## config.mk

```make
export PLATFORM = sky130hd
export DESIGN_NAME = orph_packet_headers
export DESIGN_NICKNAME = d
export VERILOG_FILES = /design/src/orph_skid_fifo.v /design/src/orph_packet_headers.v
export VERILOG_INCLUDE_DIRS = /design/src
export SDC_FILE = /design/constraint.sdc
export NUM_CORES = 1
export LEC_CHECK = 0
export BUFFER_PORTS_ARGS = -buffer_cell sky130_fd_sc_hd__buf_4
export CORE_MARGIN = 1.5
export CORE_UTILIZATION = 50
export DETAILED_ROUTE_END_ITERATION = 16
export GPL_TIMING_DRIVEN = 0
export PLACE_DENSITY = 0.74
export SETUP_SLACK_MARGIN = 0.4
export SYNTH_ARGS = -nofsm -noshare
export SYNTH_HDL_FRONTEND = slang
export SYNTH_SLANG_ARGS = --single-unit
```

## constraint.sdc

```tcl
create_clock -name sys_clk_in -period 6.3 [get_ports sys_clk_in]
set_input_delay 1.575 -clock sys_clk_in [delete_from_list [all_inputs] [get_ports sys_clk_in]]
set_output_delay 1.575 -clock sys_clk_in [all_outputs]
set_load 0.01 [all_outputs]
```

## src/orph_defines.vh

```
// Constants for the offload ring packet header block
`ifndef ORPH_DEFINES_VH
`define ORPH_DEFINES_VH
`define ORPH_PROTO_ICMP     8'h01
`define ORPH_PROTO_IGMP     8'h02
`define ORPH_PROTO_TCP      8'h06
`define ORPH_PROTO_UDP      8'h11
`define ORPH_PROTO_NONIP    8'hFF
`define ORPH_ETYPE_IPV4     16'h0800
`define ORPH_ETYPE_IPV6     16'h86DD
`define ORPH_ETYPE_PPP_DISC 16'h8863
`define ORPH_ETYPE_PPP_SESS 16'h8864
`define ORPH_ETYPE_MIN      16'h0600
`define ORPH_PPP_PROTO_IP   16'h0021
`define ORPH_OFS_NPR_HI     12'h000
`define ORPH_OFS_NPR_LO     12'h001
`define ORPH_OFS_LEN_HI     12'h002
`define ORPH_OFS_LEN_LO     12'h003
`define ORPH_OFS_PROTO      12'h004
`define ORPH_OFS_FLAGS      12'h005
`define ORPH_OFS_DATA       12'h006
`define ORPH_PPPOE_BIT      7
`define ORPH_TAG_BYTES      5'h04
`define ORPH_LLC_BYTES      5'h08
`define ORPH_PPPOE_BYTES    5'h08
`define ORPH_PAGE_LSB       8'h00
`define ORPH_FIFO_DEPTH     2'h2
`endif

```

## src/orph_skid_fifo.v

```verilog
// Two-entry buffer between the transmit ring reader and the MAC
`timescale 1ns/1ns
`default_nettype none
`include "orph_defines.vh"
module orph_skid_fifo (
    // Clock and reset
    input  wire       sys_clk_in,
    input  wire       sys_rst_in,
    // Fill side
    input  wire       in_valid_in,
    input  wire [8:0] in_data_in,
    output wire       in_ready_out,
    // Drain side
    output wire       out_valid_out,
    output wire [8:0] out_data_out,
    input  wire       out_ready_in
);
    reg [8:0] mem_r [0:1];
    reg       wr_ptr_r;
    reg       rd_ptr_r;
    reg [1:0] count_r;
    wire      push;
    wire      pop;

    assign in_ready_out  = (count_r != `ORPH_FIFO_DEPTH);
    assign out_valid_out = (count_r != 2'h0);
    assign out_data_out  = mem_r[rd_ptr_r];
    assign push          = in_valid_in & in_ready_out;
    assign pop           = out_valid_out & out_ready_in;

    always @(posedge sys_clk_in) begin
        if (push) begin
            mem_r[wr_ptr_r] <= in_data_in;
        end
    end

    always @(posedge sys_clk_in) begin
        if (sys_rst_in) begin
            wr_ptr_r <= 1'b0;
            rd_ptr_r <= 1'b0;
            count_r  <= 2'h0;
        end else begin
            if (push) begin
                wr_ptr_r <= ~wr_ptr_r;
            end
            if (pop) begin
                rd_ptr_r <= ~rd_ptr_r;
            end
            if (push & ~pop) begin
                count_r <= count_r + 2'h1;
            end else if (pop & ~push) begin
                count_r <= count_r - 2'h1;
            end
        end
    end
endmodule // orph_skid_fifo
`default_nettype wire

```

## src/orph_packet_headers.v

```verilog
// Receive header builder and transmit ring reader of the offload engine
// Behaviour
// - Non-IP receive length counts bytes from destination address to data end, both modes.
// - Non-transparent mode: LLC, raw 802.3, IPv6, PPPoE frames get protocol 0xFF.
// - Transparent mode: PPPoE discovery non-IP; session non-IP unless PPP protocol is 0021.
// - Software enqueues; layer-4 unit dequeues following each header's next-packet link.
// - Dequeued transmit packets are moved by DMA toward the MAC transmit buffer.
// - Transmit header bytes 0x00/0x01 hold the 16-bit next-packet page, high first.
// - Byte 0x04 protocol code ICMP/IGMP/UDP/TCP selects the engine's processing.
// - PPPoE flag with LLC enable clear means 8 extra bytes are a PPPoE header.
// - Software zeroes TCP checksums; the engine inserts computed checksums.
// - With ring wrap enabled, flag wrapping packets and report pages before ring end.
// - After each transmit packet, advance head and add its pages to free count.
`timescale 1ns/1ns
`default_nettype none
`include "orph_defines.vh"
module orph_packet_headers (
    // Clock and reset
    input  wire        sys_clk_in,
    input  wire        sys_rst_in,
    // Layer-2 and ring configuration
    input  wire        transparent_mode_in,
    input  wire        rx_ring_wrap_enable_in,
    input  wire [15:0] rx_ring_end_page_in,
    input  wire        tx_tag_enable_in,
    input  wire        tx_llc_header_enable_in,
    // Receive frame summary
    input  wire        rx_frame_valid_in,
    input  wire [15:0] rx_etype_in,
    input  wire [15:0] rx_ppp_proto_in,
    input  wire [7:0]  rx_ip_proto_in,
    input  wire [11:0] rx_da_length_in,
    input  wire [11:0] rx_ip_length_in,
    input  wire [15:0] rx_start_page_in,
    input  wire [7:0]  rx_page_count_in,
    input  wire [15:0] rx_next_page_in,
    // Receive header fields
    output reg         rx_hdr_valid_out,
    output reg  [15:0] rx_next_packet_pointer_out,
    output reg         rx_ring_boundary_cross_flag_out,
    output reg  [2:0]  rx_pages_before_ring_end_out,
    output reg  [11:0] rx_length_out,
    output reg  [7:0]  rx_protocol_out,
    // Transmit ring control
    input  wire        tx_enable_in,
    input  wire        tx_ring_init_in,
    input  wire [15:0] tx_ring_start_page_in,
    input  wire [15:0] tx_ring_end_page_in,
    input  wire [15:0] tx_tail_pointer_in,
    input  wire        tx_enqueue_in,
    input  wire [7:0]  tx_enqueue_pages_in,
    output reg  [15:0] tx_ring_head_pointer_out,
    output reg  [7:0]  tx_ring_free_pages_out,
    output wire        tx_busy_out,
    // Transmit ring memory read
    output wire        tx_mem_rd_out,
    output wire [23:0] tx_mem_addr_out,
    input  wire [7:0]  tx_mem_data_in,
    // Parsed transmit header
    output reg  [7:0]  tx_protocol_out,
    output reg         tx_pppoe_out,
    output reg  [4:0]  tx_l2_extra_out,
    output reg         tx_csum_insert_out,
    output reg         tx_config_error_out,
    // MAC transmit byte stream
    output wire        tx_mac_valid_out,
    output wire [7:0]  tx_mac_data_out,
    output wire        tx_mac_last_out,
    input  wire        tx_mac_ready_in
);
    localparam ST_IDLE = 2'b00;
    localparam ST_HDR  = 2'b01;
    localparam ST_DATA = 2'b10;
    localparam ST_DONE = 2'b11;

    // Receive classification
    reg         rx_non_ip;
    reg  [16:0] rx_last_page;
    reg  [15:0] rx_before_end;
    always @* begin
        rx_non_ip = (rx_etype_in < `ORPH_ETYPE_MIN) ||
                    (rx_etype_in == `ORPH_ETYPE_IPV6) ||
                    (rx_etype_in == `ORPH_ETYPE_PPP_DISC);
        if (rx_etype_in == `ORPH_ETYPE_PPP_SESS) begin
            rx_non_ip = ~transparent_mode_in ||
                        (rx_ppp_proto_in != `ORPH_PPP_PROTO_IP);
        end else if (rx_etype_in != `ORPH_ETYPE_IPV4) begin
            rx_non_ip = 1'b1;
        end
        rx_last_page  = {1'b0, rx_start_page_in} + {9'h000, rx_page_count_in} - 17'h00001;
        rx_before_end = rx_ring_end_page_in - rx_start_page_in + 16'h0001;
    end

    always @(posedge sys_clk_in) begin
        if (sys_rst_in) begin
            rx_hdr_valid_out                <= 1'b0;
            rx_next_packet_pointer_out      <= 16'h0000;
            rx_ring_boundary_cross_flag_out <= 1'b0;
            rx_pages_before_ring_end_out    <= 3'h0;
            rx_length_out                   <= 12'h000;
            rx_protocol_out                 <= 8'h00;
        end else begin
            rx_hdr_valid_out <= rx_frame_valid_in;
            if (rx_frame_valid_in) begin
                rx_next_packet_pointer_out <= rx_next_page_in;
                // Undefined fields are driven as zero when wrap is off
                if (rx_ring_wrap_enable_in &&
                    (rx_last_page > {1'b0, rx_ring_end_page_in})) begin
                    rx_ring_boundary_cross_flag_out <= 1'b1;
                    rx_pages_before_ring_end_out    <= rx_before_end[2:0];
                end else begin
                    rx_ring_boundary_cross_flag_out <= 1'b0;
                    rx_pages_before_ring_end_out    <= 3'h0;
                end
                if (rx_non_ip) begin
                    rx_protocol_out <= `ORPH_PROTO_NONIP;
                    rx_length_out   <= rx_da_length_in;
                end else begin
                    rx_protocol_out <= rx_ip_proto_in;
                    rx_length_out   <= transparent_mode_in ? rx_da_length_in
                                                           : rx_ip_length_in;
                end
            end
        end
    end

    // Transmit ring reader
    reg  [1:0]  state_r;
    reg  [1:0]  state_nxt;
    reg  [11:0] idx_r;
    reg  [11:0] cap_idx_r;
    reg         rd_pend_r;
    reg  [15:0] next_ptr_r;
    reg  [11:0] len_r;
    reg  [15:0] pkt_pages;
    reg  [7:0]  free_add;
    reg  [7:0]  free_sub;
    wire        fifo_in_ready;
    wire [8:0]  fifo_out_data;
    wire [11:0] data_end;
    wire        data_last;
    wire        issue;

    assign data_end        = `ORPH_OFS_DATA + len_r;
    assign data_last       = (cap_idx_r == data_end - 12'h001);
    // One read in flight keeps the buffer from ever being overrun
    assign issue           = ~rd_pend_r &&
                             (((state_r == ST_HDR) && (idx_r <= `ORPH_OFS_FLAGS)) ||
                              ((state_r == ST_DATA) && fifo_in_ready &&
                               (idx_r < data_end)));
    assign tx_mem_rd_out   = issue;
    assign tx_mem_addr_out = {tx_ring_head_pointer_out, `ORPH_PAGE_LSB} + {12'h000, idx_r};
    assign tx_busy_out     = (state_r != ST_IDLE);

    always @* begin
        if (next_ptr_r >= tx_ring_head_pointer_out) begin
            pkt_pages = next_ptr_r - tx_ring_head_pointer_out;
        end else begin
            pkt_pages = (tx_ring_end_page_in - tx_ring_head_pointer_out + 16'h0001) +
                        (next_ptr_r - tx_ring_start_page_in);
        end
        free_add  = (state_r == ST_DONE) ? pkt_pages[7:0] : 8'h00;
        free_sub  = tx_enqueue_in ? tx_enqueue_pages_in : 8'h00;
        state_nxt = state_r;
        case (state_r)
            ST_IDLE: begin
                if (tx_enable_in && (tx_ring_head_pointer_out != tx_tail_pointer_in)) begin
                    state_nxt = ST_HDR;
                end
            end
            ST_HDR: begin
                if (rd_pend_r && (cap_idx_r == `ORPH_OFS_FLAGS)) begin
                    state_nxt = (len_r == 12'h000) ? ST_DONE : ST_DATA;
                end
            end
            ST_DATA: begin
                if (rd_pend_r && data_last) begin
                    state_nxt = ST_DONE;
                end
            end
            ST_DONE: begin
                state_nxt = ST_IDLE;
            end
            default: begin
                state_nxt = ST_IDLE;
            end
        endcase
    end

    always @(posedge sys_clk_in) begin
        if (sys_rst_in) begin
            state_r                  <= ST_IDLE;
            idx_r                    <= 12'h000;
            cap_idx_r                <= 12'h000;
            rd_pend_r                <= 1'b0;
            next_ptr_r               <= 16'h0000;
            len_r                    <= 12'h000;
            tx_ring_head_pointer_out <= 16'h0000;
            tx_ring_free_pages_out   <= 8'h00;
            tx_protocol_out          <= 8'h00;
            tx_pppoe_out             <= 1'b0;
            tx_l2_extra_out          <= 5'h00;
            tx_csum_insert_out       <= 1'b0;
            tx_config_error_out      <= 1'b0;
        end else begin
            state_r   <= state_nxt;
            rd_pend_r <= issue;
            if (issue) begin
                cap_idx_r <= idx_r;
                idx_r     <= idx_r + 12'h001;
            end
            if (tx_ring_init_in) begin
                tx_ring_head_pointer_out <= tx_ring_start_page_in;
                tx_ring_free_pages_out   <= tx_ring_end_page_in[7:0] -
                                            tx_ring_start_page_in[7:0];
            end else begin
                tx_ring_free_pages_out <= tx_ring_free_pages_out + free_add - free_sub;
                if (state_r == ST_DONE) begin
                    tx_ring_head_pointer_out <= next_ptr_r;
                end
            end
            if (state_r == ST_IDLE) begin
                idx_r <= `ORPH_OFS_NPR_HI;
            end
            if ((state_r == ST_HDR) && rd_pend_r) begin
                case (cap_idx_r)
                    `ORPH_OFS_NPR_HI: next_ptr_r[15:8] <= tx_mem_data_in;
                    `ORPH_OFS_NPR_LO: next_ptr_r[7:0]  <= tx_mem_data_in;
                    `ORPH_OFS_LEN_HI: len_r[11:8]      <= tx_mem_data_in[3:0];
                    `ORPH_OFS_LEN_LO: len_r[7:0]       <= tx_mem_data_in;
                    `ORPH_OFS_PROTO: begin
                        tx_protocol_out    <= tx_mem_data_in;
                        tx_csum_insert_out <= (tx_mem_data_in == `ORPH_PROTO_TCP);
                    end
                    `ORPH_OFS_FLAGS: begin
                        tx_pppoe_out <= tx_mem_data_in[`ORPH_PPPOE_BIT];
                        // PPPoE with LLC enable set cannot be parsed reliably
                        tx_config_error_out <= tx_mem_data_in[`ORPH_PPPOE_BIT] &
                                               tx_llc_header_enable_in;
                        if (tx_mem_data_in[`ORPH_PPPOE_BIT] && !tx_llc_header_enable_in) begin
                            tx_l2_extra_out <= `ORPH_PPPOE_BYTES +
                                (tx_tag_enable_in ? `ORPH_TAG_BYTES : 5'h00);
                        end else begin
                            tx_l2_extra_out <=
                                (tx_tag_enable_in ? `ORPH_TAG_BYTES : 5'h00) +
                                (tx_llc_header_enable_in ? `ORPH_LLC_BYTES : 5'h00);
                        end
                    end
                    default: begin
                        tx_protocol_out <= tx_protocol_out;
                    end
                endcase
            end
        end
    end

    orph_skid_fifo u_buf (
        .sys_clk_in    (sys_clk_in),
        .sys_rst_in    (sys_rst_in),
        .in_valid_in   ((state_r == ST_DATA) && rd_pend_r),
        .in_data_in    ({data_last, tx_mem_data_in}),
        .in_ready_out  (fifo_in_ready),
        .out_valid_out (tx_mac_valid_out),
        .out_data_out  (fifo_out_data),
        .out_ready_in  (tx_mac_ready_in)
    );

    assign tx_mac_data_out = fifo_out_data[7:0];
    assign tx_mac_last_out = fifo_out_data[8];
endmodule // orph_packet_headers
`default_nettype wire

```

==> results.sh <==
export IMPL_status="finished, final reports clean"
export IMPL_fin_skew_ns=0.0160
export IMPL_yosys_warnings=0
export IMPL_worst_pin_slew_ns=0.974
export IMPL_ys_ff_latch=156
export IMPL_dr_pass1_iters=5
export IMPL_p_per_area_mw_per_mm2=239
export IMPL_end_kind="flip-flop"
export IMPL_drc=0
export IMPL_final_setup_viol_count=0
export IMPL_synth_simple_area_share_pct=17.8
export IMPL_gp_congestion=0.936
export IMPL_clk_pin_slew_worst_paths_ns=0.06
export IMPL_p_leak_uw=0.00694
export IMPL_power_switching_uw=1240
export IMPL_p_int_uw=2270
export IMPL_syn_inst=1341
export IMPL_drt_iter0_drc=567
export IMPL_synthMuxAreaShare_pct=7.97
export IMPL_dp_worst_setup_slack_ns=0.0601
export IMPL_synth_compound_area_share_pct=12.7
export IMPL_finalHoldViolCount=0
export IMPL_die_width_um=155
export IMPL_pwr_share_seq_pct=32.6
export IMPL_fin_nets=1988
export IMPL_multi_input_area_mm2=0.00733
export IMPL_ios=312
export IMPL_synth_top_family_by_area="simple AND/OR/NAND/NOR gates"
export IMPL_crit_path_max_fanout=3
export IMPL_htreeDepth=4
export IMPL_rows=55
export IMPL_fin_crit_ns=5.67
export IMPL_async_flop_share_pct=0
export IMPL_synth_edff_count=18
export IMPL_ant_nets=0
export IMPL_core_mm2=0.0226
export IMPL_place_area_mm2=0.0141
export IMPL_drv_slew=0
export IMPL_crit_type="input port to flip-flop"
export IMPL_max_vdd_ir_drop_mv=0.211
export IMPL_fin_area_mm2=0.0147
export IMPL_dieArea_mm2=0.0239
export IMPL_synth_seq_area_share_pct=28.8
export IMPL_port_buffers=298
export IMPL_antennaDiodeCount=0
export IMPL_final_seq_area_mm2=0.00330
export IMPL_grt_ovfl_total=0
export IMPL_post_route_period_util_pct=90.1
export IMPL_vias=10600
export IMPL_viasPerCell=5.43
export IMPL_grt_usage_pct=28.3
export IMPL_grt_pass1_vias=10200
export IMPL_nFillCells=1940
export IMPL_drive_gt1_share_pct=23.3
export IMPL_fin_ws_ns=0.626
export IMPL_cts_buffers_inserted=17
export IMPL_fp_dieH_um=155
export IMPL_dp_hpwl_um=27400
export IMPL_worstPathArrival_ns=6.01
export IMPL_rsz0062_at_grt="false"
export IMPL_yosys_area_share_xor_xnor_pct=8.91
export IMPL_synthFlopType="dfxtp_1"
export IMPL_cts_tree="yes"
export IMPL_wl_um=34100
export IMPL_start_util_pct=50.9
export IMPL_routedWlPerCell_um=17.4
export IMPL_grt_pass1_wl_um=52700
export IMPL_grt_max_degree=17
export IMPL_hold_ws_ns=0.477
export IMPL_power_frac_clock_pct=29.5
export IMPL_cts_root_buf="clkbuf_16"
export IMPL_yosysUniqueCellTypes=81
export IMPL_syn_mean_instance_area_um2=8.56
export IMPL_drv_cap=0
export IMPL_cp_start_kind="input port"
export IMPL_cts_buffer_depth=2
export IMPL_syn_cell_area_mm2=0.0115
export IMPL_area_delta_synth_final_pct=28.0
export IMPL_relSlewSlack_pct=35.0
export IMPL_synth_fa_ha_area_share_pct=16.1
export IMPL_required_ns=6.64
export IMPL_p_sw_share_pct=35.2
export IMPL_clkLatencyLatePin_ns=0.43
export IMPL_antenna_found_initial=0
export IMPL_max_freq_mhz=176
export IMPL_cts_hold_buf=0
export IMPL_tns_ns=0
export IMPL_cts_sinks=156
export IMPL_combPwrFrac_pct=38.0
export IMPL_hold_path_class="flip-flop to flip-flop"
==> sequential cells by signal (all words and copies together), names as in the netlist, 2 cells and up, named ones only <==
signal,flops
tx_ring_free_pages_out,8
idx_r,12
state_r,2
u_buf.count_r,2
u_buf.mem_r,18
rx_length_out,12
rx_pages_before_ring_end_out,3
tx_l2_extra_out,2
rx_protocol_out,8
tx_ring_head_pointer_out,16
rx_next_packet_pointer_out,16
cap_idx_r,12
tx_protocol_out,8
next_ptr_r,16
len_r,12
==> routing by layer <==
metal  up-vias  GRT usage (%)  wire, um
met5         -              0         0
met1      4987           33.4     14000
li1       5203              -         -
met3        44           5.63      2280
met4         0           9.62       828
met2       403           51.1     17000
==> worst max-delay path: stages <==
cell and delay, ns:
buf_4 0.13, ha_1 0.30, fa_1 0.48, inv_1 0.05
fa_1 0.39, inv_1 0.08, fa_1 0.40, nand2_1 0.06
o211ai_1 0.13, fa_1 0.59, inv_1 0.06, ha_1 0.28
a21o_1 0.18, a21o_1 0.19, a21o_1 0.18, a21oi_1 0.25
o21ai_1 0.14, xnor2_1 0.25, xnor2_1 0.10, a211oi_1 0.21
==> through the flow <==
stage	total power, uW	util, %	instances
after CTS	3500	65.0	1958
after floorplan	2000	-	1343
after global placement	2440	62.4	1926
final	3510	65.1	1958
after detailed placement	2470	62.4	1926
after global routing	3710	65.1	1958
==> cells by family (layout without fill, tap and decap cells) <==
group | Yosys count | in the layout
compound gates | 218 | 218
xor+xnor | 111 | 111
fa+ha+maj | 133 | 133
buf+inv | 208 | 538
flops | 156 | 156
mux | 90 | 90
other cells | 1 | 3
simple gates | 424 | 424
==> worst paths after layout <==
| path | from | endpoint | slack (ns) | depth (start not counted) |
|---|---|---|---|---|
| hold reg to reg | tx_csum_insert_out$_SDFFE_PP0P_ | tx_csum_insert_out$_SDFFE_PP0P_ | 0.48 | 2 |
| setup / recovery | tx_ring_start_page_in[0] | tx_ring_free_pages_out[7]$_SDFF_PP0_ | 0.63 | 20 |
| setup reg to reg | tx_ring_head_pointer_out[0]$_SDFFE_PP0P_ | tx_ring_free_pages_out[7]$_SDFF_PP0_ | 0.90 | 21 |
| hold / removal | tx_csum_insert_out$_SDFFE_PP0P_ | tx_csum_insert_out$_SDFFE_PP0P_ | 0.48 | 2 |
==> cells in the mapped netlist (4+ instances only) <==
library cell | number | area, um2
nand3_1 | 25 | 125
nand4_1 | 15 | 93.8
a211oi_1 | 34 | 255
nand2b_1 | 11 | 68.8
and3_1 | 7 | 43.8
fa_1 | 25 | 500
or3_1 | 8 | 50.1
a21boi_0 | 4 | 30.0
and2_1 | 11 | 68.8
buf_1 | 8 | 30.0
ha_1 | 108 | 1350
a21o_1 | 18 | 135
a21oi_1 | 67 | 335
nand2_1 | 88 | 330
edfxtp_1 | 18 | 541
mux2_2 | 12 | 135
o211a_1 | 6 | 60.1
nand3b_1 | 5 | 37.5
o211ai_1 | 4 | 30.0
clkbuf_1 | 31 | 116
buf_4 | 13 | 97.6
o21ai_0 | 37 | 185
inv_1 | 147 | 552
o21a_1 | 13 | 97.6
nor3_1 | 22 | 110
nor4_1 | 17 | 106
nor2b_1 | 16 | 100
dfxtp_1 | 138 | 2760
mux2i_1 | 78 | 781
nor2_1 | 173 | 649
xnor2_1 | 59 | 517
xor2_1 | 48 | 420
o2111ai_1 | 5 | 43.8
==> power by group through the flow <==
stage	clock, uW	combinational [uW]	sequential (uW)
floorplan	0	841	1160
global placement	0	1280	1160
detailed placement	0	1300	1160
CTS	1050	1310	1140
global route	1090	1470	1150
finish	1030	1330	1140
==> layout by cell type, fill, tap and decap left out, types with 11 or more instances in the layout <==
cell / netlist / layout
buf_4: 13 / 311
nor2_1: 173 / 173
inv_1: 147 / 147
dfxtp_1: 138 / 138
ha_1: 108 / 108
nand2_1: 88 / 88
mux2i_1: 78 / 78
a21oi_1: 67 / 65
xnor2_1: 59 / 59
xor2_1: 48 / 48
o21ai_0: 37 / 34
a211oi_1: 34 / 33
clkbuf_1: 31 / 31
nand3_1: 25 / 25
fa_1: 25 / 25
nor3_1: 22 / 22
a21o_1: 18 / 18
edfxtp_1: 18 / 18
clkbuf_16: 0 / 17
nor4_1: 17 / 16
nor2b_1: 16 / 16
nand4_1: 15 / 15
o21a_1: 13 / 13
mux2_2: 12 / 12
nand2b_1: 11 / 11
and2_1: 11 / 11
==> what timing repair did <==
action,CTS,global route
gates resized for setup,0,9
buffers inserted,0,0
endpoints found under the setup margin,0,5
==> final cells by class <==
| type | instances | area share [%] |
|---|---|---|
| plain buffers | 60 | 2.22 |
| clock buffers | 17 | 2.89 |
| clock inverters | 15 | 1.12 |
| inverters | 148 | 3.78 |
| multi-input cells | 979 | 49.9 |
| flip-flops and latches | 156 | 22.5 |
| well taps | 285 | 2.43 |
| repair buffers | 298 | 15.2 |
(Power assumes the default switching activity.)
